$ cat config.mk
export PLATFORM = sky130hd
export DESIGN_NAME = flpr_top
export DESIGN_NICKNAME = d
export VERILOG_FILES = /design/src/flpr_sync.v /design/src/flpr_top.v
export VERILOG_INCLUDE_DIRS = /design/src
export SDC_FILE = /design/constraint.sdc
export NUM_CORES = 1
export LEC_CHECK = 0
export BUFFER_PORTS_ARGS = -buffer_cell sky130_fd_sc_hd__buf_2
export CORE_MARGIN = 1.5
export CORE_UTILIZATION = 35
export CTS_CLUSTER_DIAMETER = 30
export DETAILED_ROUTE_END_ITERATION = 12
export MAX_ROUTING_LAYER = met4
export SETUP_SLACK_MARGIN = 0.5
export SYNTH_ARGS = -nofsm -noshare
export SYNTH_HDL_FRONTEND = slang
export SYNTH_SLANG_ARGS = --single-unit
$ cat constraint.sdc
create_clock -name SYS_CLK -period 6.05 [get_ports SYS_CLK]
set_clock_uncertainty 0.1 [all_clocks]
set_input_delay 1.21 -clock SYS_CLK [delete_from_list [all_inputs] [get_ports SYS_CLK]]
set_output_delay 1.21 -clock SYS_CLK [all_outputs]
set_load 0.01 [all_outputs]
$ cat src/flpr_regs.vh
// constants for the page refresh / status / configuration command slice
// assumes a 250 MHz core clock and an spi mode 0 or 3 host
`ifndef FLPR_REGS_VH
`define FLPR_REGS_VH

// opcodes
`define FLPR_OP_REFRESH_B1    8'h58
`define FLPR_OP_REFRESH_B2    8'h59
`define FLPR_OP_STATUS_RD     8'hD7
`define FLPR_OP_CONFIG_RD     8'h3F

// status byte one field positions
`define FLPR_ST1_READY        7
`define FLPR_ST1_COMPARE      6
`define FLPR_ST1_DENS_HI      5
`define FLPR_ST1_DENS_LO      2
`define FLPR_ST1_PROTECT      1
`define FLPR_ST1_PAGE_256     0
// status byte two field positions
`define FLPR_ST2_READY        7
`define FLPR_ST2_PROG_ERR     5
`define FLPR_ST2_LOCKDOWN     3
`define FLPR_ST2_PSUSP2       2
`define FLPR_ST2_PSUSP1       1
`define FLPR_ST2_ESUSP        0
// configuration register field position
`define FLPR_CFG_QUAD_EN      0

// reset values
`define FLPR_RST_COMPARE      1'b0
`define FLPR_RST_QUAD_EN      1'b0
`define FLPR_DENSITY_CODE     4'h0

// timing
`define FLPR_CLK_PERIOD_NS    4
`define FLPR_PAGE_EP_TIME_US  4000
`define FLPR_XFER_TIME_US     200

`endif

$ cat src/flpr_sync.v
// two flip-flop synchroniser for a group of asynchronous pins
// assumes the inputs are independent levels from outside the core clock domain
`timescale 1ns/1ps
module flpr_sync
#(
  parameter W = 3
)
(
  input  wire         clk,
  input  wire         rst,
  input  wire [W-1:0] async_in,
  output wire [W-1:0] sync_out
);

  reg [W-1:0] meta_ff;
  reg [W-1:0] sync_ff;

  // first stage feeds only the second stage
  always @(posedge clk)
  begin
    if (rst)
    begin
      meta_ff <= {W{1'b1}};
      sync_ff <= {W{1'b1}};
    end
    else
    begin
      meta_ff <= async_in;
      sync_ff <= meta_ff;
    end
  end

  assign sync_out = sync_ff;

endmodule // flpr_sync

$ cat src/flpr_top.v
// command slice: page refresh / read-modify-write, status read, configuration read
// assumes spi pins are asynchronous to SYS_CLK and sck is at most a tenth of its rate
//
// Overview of operation
// RULE_01: 58h refresh buffer one, 59h buffer two
// RULE_02: copy page to buffer, then program back
// RULE_03: operation starts on chip select rising
// RULE_04: self-timed, ends within erase-program time
// RULE_05: ready flag shows busy during refresh
// RULE_06: host refreshes sector pages every 50,000 cycles
// RULE_07: data bytes turn refresh into read-modify-write
// RULE_08: D7h returns the two-byte status
// RULE_09: status holds ready, size, compare, protection, errors
// RULE_10: status read allowed at any time
// RULE_11: 3Fh returns configuration with quad enable
// RULE_12: configuration read served only when idle
// RULE_13: compare completion writes status bit six
// RULE_14: configuration holds non-volatile quad enable bit
// RULE_15: three address bytes, byte address ignored
`timescale 1ns/1ps
`include "flpr_regs.vh"
module flpr_top
#(
  parameter PAGE_EP_CYCLES = `FLPR_PAGE_EP_TIME_US * 1000 / `FLPR_CLK_PERIOD_NS,
  parameter XFER_CYCLES    = `FLPR_XFER_TIME_US * 1000 / `FLPR_CLK_PERIOD_NS
)
(
  input  wire        SYS_CLK,
  input  wire        RST,
  input  wire        SPI_SCK,
  input  wire        SPI_CS_N,
  input  wire        SPI_SI,
  output wire        SPI_SO,
  output wire        SPI_SO_OE_N,
  input  wire        CFG_PAGE_256,
  input  wire        SECT_PROTECT_ON,
  input  wire        LOCKDOWN_ON,
  input  wire        PROG_ERROR,
  input  wire        PROG_SUSP1,
  input  wire        PROG_SUSP2,
  input  wire        ERASE_SUSP,
  input  wire        OTHER_BUSY,
  input  wire        COMPARE_DONE,
  input  wire        COMPARE_MISMATCH,
  input  wire        QUAD_EN_SET,
  input  wire        QUAD_EN_CLR,
  output wire        QUAD_IO_ENABLE_BIT,
  output wire        BUSY,
  output wire [14:0] PAGE_ADDR,
  output wire        BUF_SEL,
  output wire        XFER_STB,
  output wire        XFER_MERGE,
  output wire        PROG_STB,
  output wire        BUF_WR_STB,
  output wire [7:0]  BUF_WR_DATA
);

  ////////////////////////////////////////////////////////////////////////////
  // constants
  localparam [2:0] ST_IDLE = 3'b001;
  localparam [2:0] ST_XFER = 3'b010;
  localparam [2:0] ST_PROG = 3'b100;
  localparam [31:0] XFER_CNT_W = XFER_CYCLES;
  localparam [31:0] PROG_CNT_W = PAGE_EP_CYCLES - XFER_CYCLES;
  localparam [23:0] XFER_CNT   = XFER_CNT_W[23:0]; // timer is 24 bits wide
  localparam [23:0] PROG_CNT   = PROG_CNT_W[23:0];

  // page number from the 24-bit address for the active page size
  function [14:0] page_of;
    input [23:0] addr;
    input        size_256;
    begin
      if (size_256)
        page_of = addr[22:8];
      else
        page_of = addr[23:9];
    end
  endfunction

  ////////////////////////////////////////////////////////////////////////////
  // pin synchronisation and edge detection
  wire [2:0] pins_s;
  reg        sck_d_ff;
  reg        cs_n_d_ff;
  wire       sck_s  = pins_s[2];
  wire       cs_n_s = pins_s[1];
  wire       si_s   = pins_s[0];

  flpr_sync #(.W(3)) u_sync
  (
    .clk      (SYS_CLK),
    .rst      (RST),
    .async_in ({SPI_SCK, SPI_CS_N, SPI_SI}),
    .sync_out (pins_s)
  );

  // delayed copies for edges
  always @(posedge SYS_CLK)
  begin
    if (RST)
    begin
      sck_d_ff  <= 1'b0;
      cs_n_d_ff <= 1'b1;
    end
    else
    begin
      sck_d_ff  <= sck_s;
      cs_n_d_ff <= cs_n_s;
    end
  end

  wire sck_rise = ~cs_n_s & sck_s & ~sck_d_ff;
  wire sck_fall = ~cs_n_s & ~sck_s & sck_d_ff;
  wire cs_rise  = cs_n_s & ~cs_n_d_ff;

  ////////////////////////////////////////////////////////////////////////////
  // command shifter
  reg  [2:0]  bit_cnt_ff;
  reg  [2:0]  byte_cnt_ff;
  reg  [7:0]  rx_sr_ff;
  reg  [7:0]  opcode_ff;
  reg  [23:0] addr_ff;
  reg         data_seen_ff;
  reg         wr_stb_ff;
  reg  [7:0]  wr_data_ff;
  wire [7:0]  rx_byte   = {rx_sr_ff[6:0], si_s};
  wire        byte_done = sck_rise & (bit_cnt_ff == 3'd7);
  wire        is_refresh = (opcode_ff == `FLPR_OP_REFRESH_B1) |
                           (opcode_ff == `FLPR_OP_REFRESH_B2); // [RULE_01]

  // byte assembly, opcode, address and data bytes
  always @(posedge SYS_CLK)
  begin
    if (RST)
    begin
      bit_cnt_ff   <= 3'd0;
      byte_cnt_ff  <= 3'd0;
      rx_sr_ff     <= 8'h00;
      opcode_ff    <= 8'h00;
      addr_ff      <= 24'h00_0000;
      data_seen_ff <= 1'b0;
      wr_stb_ff    <= 1'b0;
      wr_data_ff   <= 8'h00;
    end
    else
    begin
      wr_stb_ff <= 1'b0;
      if (cs_n_s)
      begin
        bit_cnt_ff  <= 3'd0;
        byte_cnt_ff <= 3'd0;
        if (cs_rise)
          data_seen_ff <= 1'b0;
      end
      else if (sck_rise)
      begin
        bit_cnt_ff <= bit_cnt_ff + 3'd1;
        rx_sr_ff   <= rx_byte;
        if (byte_done)
        begin
          if (byte_cnt_ff != 3'd4)
            byte_cnt_ff <= byte_cnt_ff + 3'd1;
          if (byte_cnt_ff == 3'd0)
          begin
            opcode_ff    <= rx_byte;
            data_seen_ff <= 1'b0;
          end
          else if (byte_cnt_ff < 3'd4)
            addr_ff <= {addr_ff[15:0], rx_byte}; // [RULE_15]
          else if (is_refresh)
          begin
            data_seen_ff <= 1'b1; // [RULE_07]
            wr_stb_ff    <= 1'b1;
            wr_data_ff   <= rx_byte;
          end
        end
      end
    end
  end

  ////////////////////////////////////////////////////////////////////////////
  // self-timed refresh sequencer
  reg [2:0]  state_ff;
  reg [2:0]  nxt_state;
  reg [23:0] timer_ff;
  reg        xfer_stb_ff;
  reg        prog_stb_ff;
  reg        merge_ff;
  reg        buf_sel_ff;
  reg [14:0] page_ff;
  wire       timer_end = (timer_ff == 24'd1);
  wire       go = cs_rise & is_refresh & (byte_cnt_ff == 3'd4) & ~OTHER_BUSY;

  // next state: idle, transfer, program
  always @*
  begin
    nxt_state = state_ff;
    case (state_ff)
      ST_IDLE:
        if (go)
          nxt_state = ST_XFER; // [RULE_03]
      ST_XFER:
        if (timer_end)
          nxt_state = ST_PROG; // [RULE_02]
      ST_PROG:
        if (timer_end)
          nxt_state = ST_IDLE; // [RULE_04]
      default:
        nxt_state = ST_IDLE;
    endcase
  end

  // state, timer and array strobes
  always @(posedge SYS_CLK)
  begin
    if (RST)
    begin
      state_ff    <= ST_IDLE;
      timer_ff    <= 24'd0;
      xfer_stb_ff <= 1'b0;
      prog_stb_ff <= 1'b0;
      merge_ff    <= 1'b0;
      buf_sel_ff  <= 1'b0;
      page_ff     <= 15'h0000;
    end
    else
    begin
      state_ff    <= nxt_state;
      xfer_stb_ff <= 1'b0;
      prog_stb_ff <= 1'b0;
      if (state_ff == ST_IDLE && go)
      begin
        timer_ff    <= XFER_CNT;
        xfer_stb_ff <= 1'b1; // [RULE_02]
        merge_ff    <= data_seen_ff; // [RULE_07]
        buf_sel_ff  <= opcode_ff[0]; // [RULE_01]
        page_ff     <= page_of(addr_ff, CFG_PAGE_256); // [RULE_15]
      end
      else if (state_ff == ST_XFER && timer_end)
      begin
        timer_ff    <= PROG_CNT;
        prog_stb_ff <= 1'b1; // [RULE_02]
      end
      else if (timer_ff != 24'd0)
        timer_ff <= timer_ff - 24'd1;
    end
  end

  wire busy = (state_ff != ST_IDLE) | OTHER_BUSY; // [RULE_05]

  ////////////////////////////////////////////////////////////////////////////
  // status and configuration contents
  reg compare_ff;
  reg quad_en_ff;

  // compare result and non-volatile quad enable; set wins over clear
  always @(posedge SYS_CLK)
  begin
    if (RST)
    begin
      compare_ff <= `FLPR_RST_COMPARE;
      quad_en_ff <= `FLPR_RST_QUAD_EN;
    end
    else
    begin
      if (COMPARE_DONE)
        compare_ff <= COMPARE_MISMATCH; // [RULE_13]
      if (QUAD_EN_SET)
        quad_en_ff <= 1'b1; // [RULE_14]
      else if (QUAD_EN_CLR)
        quad_en_ff <= 1'b0;
    end
  end

  reg [7:0] stat1;
  reg [7:0] stat2;
  reg [7:0] cfg;

  // assemble the two status bytes and the configuration byte
  always @*
  begin
    stat1 = 8'h00;
    stat2 = 8'h00;
    cfg   = 8'h00;
    stat1[`FLPR_ST1_READY]                     = ~busy; // [RULE_09]
    stat1[`FLPR_ST1_COMPARE]                   = compare_ff;
    stat1[`FLPR_ST1_DENS_HI:`FLPR_ST1_DENS_LO] = `FLPR_DENSITY_CODE;
    stat1[`FLPR_ST1_PROTECT]                   = SECT_PROTECT_ON;
    stat1[`FLPR_ST1_PAGE_256]                  = CFG_PAGE_256;
    stat2[`FLPR_ST2_READY]                     = ~busy;
    stat2[`FLPR_ST2_PROG_ERR]                  = PROG_ERROR;
    stat2[`FLPR_ST2_LOCKDOWN]                  = LOCKDOWN_ON;
    stat2[`FLPR_ST2_PSUSP2]                    = PROG_SUSP2;
    stat2[`FLPR_ST2_PSUSP1]                    = PROG_SUSP1;
    stat2[`FLPR_ST2_ESUSP]                     = ERASE_SUSP;
    cfg[`FLPR_CFG_QUAD_EN]                     = quad_en_ff; // [RULE_11]
  end

  ////////////////////////////////////////////////////////////////////////////
  // serial output: load on byte boundary, shift on falling sck
  reg [7:0] tx_sr_ff;
  reg       oe_n_ff;
  reg       rd_stat_ff;
  reg       stat_hi_ff;
  wire      op_now = (byte_cnt_ff == 3'd0) & byte_done;

  always @(posedge SYS_CLK)
  begin
    if (RST)
    begin
      tx_sr_ff   <= 8'h00;
      oe_n_ff    <= 1'b1;
      rd_stat_ff <= 1'b0;
      stat_hi_ff <= 1'b0;
    end
    else if (cs_n_s)
    begin
      oe_n_ff    <= 1'b1;
      rd_stat_ff <= 1'b0;
    end
    else if (op_now && rx_byte == `FLPR_OP_STATUS_RD)
    begin
      tx_sr_ff   <= stat1; // [RULE_10]
      oe_n_ff    <= 1'b0; // [RULE_08]
      rd_stat_ff <= 1'b1;
      stat_hi_ff <= 1'b1;
    end
    else if (op_now && rx_byte == `FLPR_OP_CONFIG_RD && !busy)
    begin
      tx_sr_ff <= cfg; // [RULE_12]
      oe_n_ff  <= 1'b0; // [RULE_11]
    end
    else if (byte_done && !oe_n_ff)
    begin
      // status alternates its two bytes; configuration repeats
      if (rd_stat_ff)
      begin
        tx_sr_ff   <= stat_hi_ff ? stat2 : stat1; // [RULE_08]
        stat_hi_ff <= ~stat_hi_ff;
      end
      else
        tx_sr_ff <= cfg;
    end
    else if (sck_fall && bit_cnt_ff != 3'd0)
      tx_sr_ff <= {tx_sr_ff[6:0], 1'b0};
  end

  ////////////////////////////////////////////////////////////////////////////
  // outputs
  assign SPI_SO             = tx_sr_ff[7];
  assign SPI_SO_OE_N        = oe_n_ff;
  assign QUAD_IO_ENABLE_BIT = quad_en_ff;
  assign BUSY               = busy;
  assign PAGE_ADDR          = page_ff;
  assign BUF_SEL            = buf_sel_ff;
  assign XFER_STB           = xfer_stb_ff;
  assign XFER_MERGE         = merge_ff;
  assign PROG_STB           = prog_stb_ff;
  assign BUF_WR_STB         = wr_stb_ff;
  assign BUF_WR_DATA        = wr_data_ff;

endmodule // flpr_top

[Yosys cells after proc, flatten, opt, wreduce, memory -nomap -nowiden]
Index checks and enable logic that the tools add are counted.
Word-level totals
  register bits after elaboration: 122
  logic and storage cells: 139
Operators by class
  add/subtract/negate cells: 3
  reduce and logical (&&, ||, !) cells: 35
  equality and inequality tests: 18
  bitwise operators: 23
  $lt $le $gt $ge: 1
  mux-type cells: 32
Operators by type and width (number)
  20-bit 2-to-1 mux: 2
  8-bit 2-to-1 mux: 5
  24-bit by 1-bit == test with 1-bit output (second input constant): 1
  24-bit nonzero test: 1
  24-bit by 1-bit subtractor with 24-bit output (second input constant): 1
  1-bit 2-to-1 mux: 18
  8-bit by 7-bit == test with 1-bit output (second input constant): 2
  16-bit 2-to-1 mux: 1
  15-bit 2-to-1 mux: 1
  2-bit nonzero test: 7
  1-bit NOT: 11
  1-bit bitwise AND: 10
  2-bit inequality test (second input constant): 5
  5-bit AND reduction: 2
  3-bit == test (second input constant): 3
  3-bit 2-to-1 mux: 3
  3-bit case mux with 3 select lines: 1
  3-bit nonzero test: 3
  8-bit by 6-bit == test with 1-bit output (second input constant): 1
  8-bit == test (second input constant): 1
  4-bit AND reduction: 2
  1-bit logical AND: 7
  7-bit 2-to-1 mux: 1
  3-bit by 1-bit adder with 3-bit output (second input constant): 2
  15 further kinds: 21

[Logic depth before layout (Yosys ltp)]
Gate-level depths: netlist of run 1.
  word-level depth: 9
  gate-level depth with buffers: 9
  mapped depth without buffers: 7

[Modules after synthesis]
A second synthesis of run 1 with hierarchy kept.
Second synthesis, totals
  cells, all modules: 582
  area, all modules: 5311.3 µm²
Modules (own cells, without submodules)
  flpr_top: area an instance 5153.7 µm², times used 1, seq. area each 2322.2 µm², cells an instance 570
  flpr_sync: area an instance 157.7 µm², times used 1, seq. area each 120.1 µm², cells an instance 12

[Least setup slack after synthesis of run 1]
No wires, ideal clock.
  path type: input-to-output
  start: in OTHER_BUSY
  end: out BUSY
  cell stages on the path: 2
  required time: 4.740 ns
  slack: 2.999 ns
  data arrival time: 1.741 ns
  path buffers: 0
  cell sequence: nor4b_1 -> inv_1
Between the ends
  longest elaborated chain between the ends: 1
Ends and longest elaborated chain
  from (decl): line flpr_top.v:42  | input wire OTHER_BUSY,
  1-bit bitwise OR: line flpr_top.v:249  | wire busy = (state_ff != ST_IDLE) | OTHER_BUSY;
  to (decl): line flpr_top.v:48  | output wire BUSY,
Every way passes these cells.

[Worst setup path in the final report of run 1]
Ends and elaborated chain as after synthesis.

==> metrics.txt, run 1 <==
area leader, netlist=dfxtp_1; Max Fanout on Critical Path=4; crit end category=primary output; clock sink total=122; sequential area share after synthesis=between 40 and 50%; Final Hold Viols=0; Starting Density=between 30% and 40%; dpl cells=approximately 800; LEAKAGE=2.37 nW; die height=126 um; global-route wire length before repair=19.7 mm; Area Overhead vs Synth=17.7%; worst skew pair latency=roughly 410 ps; vias in the first global route=3,977; Pwr per Cell Area=383 nW/um^2; root buf cell=clkbuf_16; fmax=283 MHz; Setup WS post-layout=2510 ps; crit-path most repeated cell=buf_2; post-route insts no fill=830; GRT busiest layer=met2; CP max stage delay=around 610 ps; Post-layout nets=657; Synth Net Count=622; WS Path Type=input port to primary output; ys async rst share=0%; worst slew pin tran=roughly 1200 ps; Global Route Usage Sum=15.9%; hold buffer count at cts=0; Synth top cells by count=dfxtp_1 (122), nor2_1 (71), nand2_1 (65), a21oi_1 (53), mux2i_1 (38); Diodes inserted=0; Rel. slew slack=between 20 and 25%; Core ar.=14,600 um^2; Fill cells=1,459; Mapped Area=roughly 5300 um^2; final wirelength=11.7 mm; GRT met1 Usage=between 20% and 30%; H-tree depth=4; Mapped Cells=598; initial antenna violation count=0; Post-synth EDFFs=0; Top delay family on crit path=simple AND/OR/NAND/NOR gates; Ys Warns=0; CTS tree=yes; type of origin of the critical path=input port; setup TNS=0 ps; worst vdd ir=0.210 mV; Final Cycle Share=58.5%; Max stage delay cell, worst path=nor4b_1; Setup Fix Bufs, Post-CTS=0; Rows=44; post-synth top area share=~46%; max cap viols=0; Die ar.=15,800 um^2; synthesized area per cell=between 8 and 9 um^2; synthesized flop and latch total=122; WP data arrival=2230 ps; CTS resizes=0; GPL Wtd Cong=between 0.8 and 0.9; Num CTS Buffers=17; hold crit path type=flop to flop; Ports=49; clock transition at the registers of the reported paths=50 ps; wire per inst=14.2 um; PortBufs=between 40 and 50; Post-DP HPWL=7.96 mm; CTS Buffer Depth=2; DRC Markers=2; CP cell instances=buf_2 -> nor4b_1 -> inv_1 -> buf_2; Top FF cell, synth=dfxtp_1; grt total ovfl=0; RSZ-0062 raised after global routing=false; worst setup slack after placement=2560 ps; Max Slew Vio Count=0; worst path required time=4740 ps; layout cells sized above 1=16.6%; top-count cell post-synth=dfxtp_1; 1st-pass router iterations=8; Via density=about 5.1; largest net degree at the start of global routing=84; Die Wd=126 um; 1st-iter DRT viols=228; met3 Track Usage GR=3.65%; ranking of synthesized cells by area=dfxtp_1 (46%), mux2i_1 (7.2%), nor2_1 (5.0%); crit path buf inv count=3; status=complete, but fails checks; setup violators final=0; number of distinct library cells after synthesis=58; vias=around 4,300; Routed Antenna Nets=0; M2 GR Usage=around a quarter; violated checks=design-rule violations; fin crit period=3540 ps
kinds of logic (layout without fill, tap and decap cells):
group	after synthesis	in the layout	share of synthesized area, %
and+or+nand+nor	228	228	22.4
DFF	122	122	46.2
muxes	39	39	7.41
xor gates and xnor gates	15	15	2.49
adders and majority gates	7	7	1.66
AOI/OAI and AO/OA	137	137	16.2
buffers and inverters	50	98	3.62
layout make-up:
| type | count | area, um^2 | share of cell area (%) |
|---|---|---|---|
| inverters | 14 | 52.6 | 0.845 |
| clock buffers | 22 | 474 | 7.63 |
| clock inverters | 10 | 92.6 | 1.49 |
| repair buffers | 52 | 270 | 4.35 |
| flip-flops and latches | 122 | 2440 | 39.3 |
| well taps | 184 | 230 | 3.70 |
| multi-input cells | 426 | 2660 | 42.7 |
where the power goes:
group          switching [mW]  internal, mW
logic                   0.317         0.197
clock network           0.356         0.596
registers              0.0591         0.857
final timing paths:
path                                      from                            end  slack, ps  cells past startpoint
setup reg to reg     timer_ff[17]$_SDFFE_PP0P_       timer_ff[0]$_SDFFE_PP0P_       3040                      5
setup / recovery                    OTHER_BUSY                           BUSY       2510                      4
hold / removal    u_sync.meta_ff[1]$_SDFF_PP1_  u_sync.sync_out[1]$_SDFF_PP1_        300                      1
hold reg to reg   u_sync.meta_ff[1]$_SDFF_PP1_  u_sync.sync_out[1]$_SDFF_PP1_        300                      1
cell usage in the layout (no fill, tap or decap), types with 11 or more instances in the layout:
master,n
a21oi_1,53
clkbuf_16,17
nor2_1,71
nand2_1,65
dfxtp_1,122
buf_2,48
or3_1,11
or2_2,12
a211oi_1,23
mux2i_1,38
o21ai_0,25
inv_1,14
metrics by stage:
| stage | hold WS [ps] | util, % | area [um^2] | power (mW) |
|---|---|---|---|---|
| 5_1_grt | 315 | 42.5 | 6220 | 2.51 |
| 3_3_place_gp | 292 | 38.6 | 5650 | 1.43 |
| 2_1_floorplan | 289 | - | 5290 | 1.33 |
| 3_5_place_dp | 295 | 38.6 | 5650 | 1.44 |
| 4_1_cts | 305 | 42.5 | 6220 | 2.40 |
| 6_report | 304 | 42.5 | 6220 | 2.38 |
registers in the layout (all words and copies together), names as in the netlist, 7 cells and up:
signal	cells
PAGE_ADDR	15
rx_sr_ff	7
BUF_WR_DATA	8
addr_ff	24
tx_sr_ff	8
timer_ff	24
opcode_ff	8
layer usage:
layer / vias up / wire, um
met4: 0 / 242
li1: 2202 / -
met3: 17 / 425
met5: - / 0
met2: 71 / 5420
met1: 1983 / 5660
Power figures use the tool's default switching activity.
==> inputs of run 2 (changes only) <==
clock period = 3 ns   (was 6.05 ns; I/O delays follow)
==> run 2 against run 1 <==
The run now ends clean. Utilization up 2.1 points. Register-to-register slack got worse by 2600 ps. Wire length up 4.4%. Clock power increased by 120%. First-iteration DRC count increased by 4.8%. Final area increased by 4.9%. Sequential power up 100%. Power grew 130%.
==> metrics.txt, run 2 (same netlist as run 1, synthesis figures left out) <==
Overall Power=5.43 mW (was 2.38 mW); hold crit path type=input port to flop (was flop to flop); Starting Density=36.1% (unchanged); root buf cell=clkbuf_16 (unchanged); GPL Wtd Cong=0.837 (was 0.835); Num CTS Buffers=17 (unchanged); Area Overhead vs Synth=23.4% (was 17.7%); fmax=~400 MHz; Switching Power=1.63 mW (was 0.733 mW); Post-layout nets=678 (was 657); Min-Delay Startpoint=SPI_SI (was u_sync.meta_ff[1]$_SDFF_PP1_); global-route wire length before repair=20.4 mm (was 19.7 mm); grt total ovfl=0 (unchanged); Pwr per Cell Area=832 nW/um^2 (was 383 nW/um^2); Die Wd=126 um (unchanged); setup TNS=0 ps (unchanged); Post-DP HPWL=8.29 mm (was 7.96 mm); setup violators final=0 (unchanged); P_int=3.80 mW (was 1.65 mW); worst path required time=3210 ps (was 4740 ps); Logic pwr share=26.9% (was 21.6%); status=finished, final reports clean (was complete, but fails checks); initial antenna violation count=0 (unchanged); Global Route Usage Sum=16.5% (was 15.9%); Core ar.=14,600 um^2 (unchanged); 1st-pass router iterations=6 (was 8); vias=4,450 (was 4,273); power share of the clock group=39.0% (was 39.9%); LEAKAGE=2.51 nW (was 2.37 nW); type of origin of the critical path=flop (was input port); fin crit period=2530 ps; Setup WS post-layout=472 ps (was 2510 ps); CTS Buffer Depth=2 (unchanged); Routed Antenna Nets=0 (unchanged); PortBufs=48 (unchanged); wire per inst=14.4 um (was 14.2 um); Max Slew Vio Count=0 (unchanged); WHS=261 ps (was 304 ps); DRC Markers=0 (was 2); Reg2Reg Depth=6 (was 5); H-tree depth=4 (unchanged); clock sink total=122 (unchanged); worst skew pair latency=420 ps (was 410 ps); WS Path Type=flop to flop (was input port to primary output); Rows=44 (unchanged); sequential power share=34.1% (was 38.4%); worst setup slack after placement=231 ps (was 2560 ps); reg2reg end=timer_ff[15]$_SDFFE_PP0P_ (was timer_ff[0]$_SDFFE_PP0P_); max cap viols=0 (unchanged); final wirelength=12.3 mm (was 11.7 mm); reg2reg start=timer_ff[20]$_SDFFE_PP0P_ (was timer_ff[17]$_SDFFE_PP0P_); 1st-iter DRT viols=239 (was 228); most common cell after layout, fill and taps aside=dfxtp_1 (unchanged); vias in the first global route=4,294 (was 3,977); worst slew pin tran=766 ps (was 1160 ps); sw frac=30.0% (was 30.8%); commonest non-fill, non-tap cells in the layout=dfxtp_1 (120), nor2_1 (71), nand2_1 (64) (was dfxtp_1 (122), nor2_1 (71), nand2_1 (65)); Ports=49 (unchanged); Hold Path End=u_sync.meta_ff[0]$_SDFF_PP1_ (was u_sync.sync_out[1]$_SDFF_PP1_); Max Fanout on Critical Path=7 (was 4); largest net degree at the start of global routing=43 (was 84); CTS tree=yes (unchanged); cell depth of the worst hold path=2 (was 1); Rel. slew slack=48.2% (was 22.3%); hold buffer count at cts=0 (unchanged); crit end category=flop (was primary output); Diodes inserted=0 (unchanged); Final Hold Viols=0 (unchanged); die height=126 um (unchanged); worst vdd ir=0.442 mV (was 0.210 mV); RSZ-0062 raised after global routing=true (was false); R2R Setup Slk=470 ps (was 3040 ps); clock transition at the registers of the reported paths=60 ps (was 50 ps); Via density=5.24 (was 5.15); WP data arrival=2730 ps (was 2230 ps); Die ar.=15,800 um^2 (unchanged); layout cells sized above 1=21.3% (was 16.6%); Final Cycle Share=between 80% and 90%
-- run 2: what timing repair did --
item | in CTS | in global routing
resized for setup | 8 | 15
buffers inserted | 7 | 3
gates cloned | 0 | 0
endpoints found under the hold margin | 0 | 0
setup endpoints to repair | 19 | 18
pin swaps | 6 | 9
-- run 2: worst max path at each step --
| stage | start | depth (start not counted) | to |
|---|---|---|---|
| 2_1_floorplan | timer_ff[19]$_SDFFE_PP0P_ | 7 | timer_ff[1]$_SDFFE_PP0P_ |
| 3_3_place_gp | timer_ff[19]$_SDFFE_PP0P_ | 5 | timer_ff[16]$_SDFFE_PP0P_ |
| 3_5_place_dp | timer_ff[19]$_SDFFE_PP0P_ | 5 | timer_ff[0]$_SDFFE_PP0P_ |
| 4_1_cts | timer_ff[20]$_SDFFE_PP0P_ | 6 | timer_ff[23]$_SDFFE_PP0P_ |
| 5_1_grt | timer_ff[20]$_SDFFE_PP0P_ | 8 | timer_ff[6]$_SDFFE_PP0P_ |
| 6_report | timer_ff[20]$_SDFFE_PP0P_ | 6 | timer_ff[15]$_SDFFE_PP0P_ |
-- run 2: metal layers --
| metal | part of all wire (%) | up-vias | global-route usage, % |
|---|---|---|---|
| met5 | 0 | - | - |
| met4 | 1.3 | 0 | 7.23 |
| met3 | 3.4 | 14 | 4.33 |
| met2 | 48 | 85 | 25.9 |
| met1 | 48 | 2108 | 19.9 |
| li1 | - | 2243 | - |
-- run 2: power by group through the flow --
stage,Clock [mW],Combinational [mW],Sequential (mW)
finish,2.12,1.46,1.85
global route,2.23,1.58,1.87
CTS,2.16,1.34,1.83
detailed placement,0,1.13,1.87
global placement,0,1.13,1.87
floorplan,0,0.857,1.84
-- run 2: stage by stage --
stage	instance area (um^2)	utilization, %	instances
2_1_floorplan	5290	-	598
3_3_place_gp	5750	39.3	809
3_5_place_dp	5750	39.3	809
4_1_cts	6450	44.0	847
5_1_grt	6520	44.5	850
6_report	6520	44.5	850
-- run 2: critical path: stages, from the launching register on --
cell and delay [ps]:
dfxtp_2 310, or4_4 530, or4b_4 520, buf_8 160, or3_4 360, or2_1 210
a31o_2 230
-- run 2: cell type report --
type,count,area [um^2]
Timing Repair Buffer,73,448
Clock buffer,19,443
Fill cell,1437,8120
Multi-Input combinational cell,426,2730
Inverter,14,52.6
Tap cell,184,230
Clock inverter,12,174
Sequential cell,122,2440
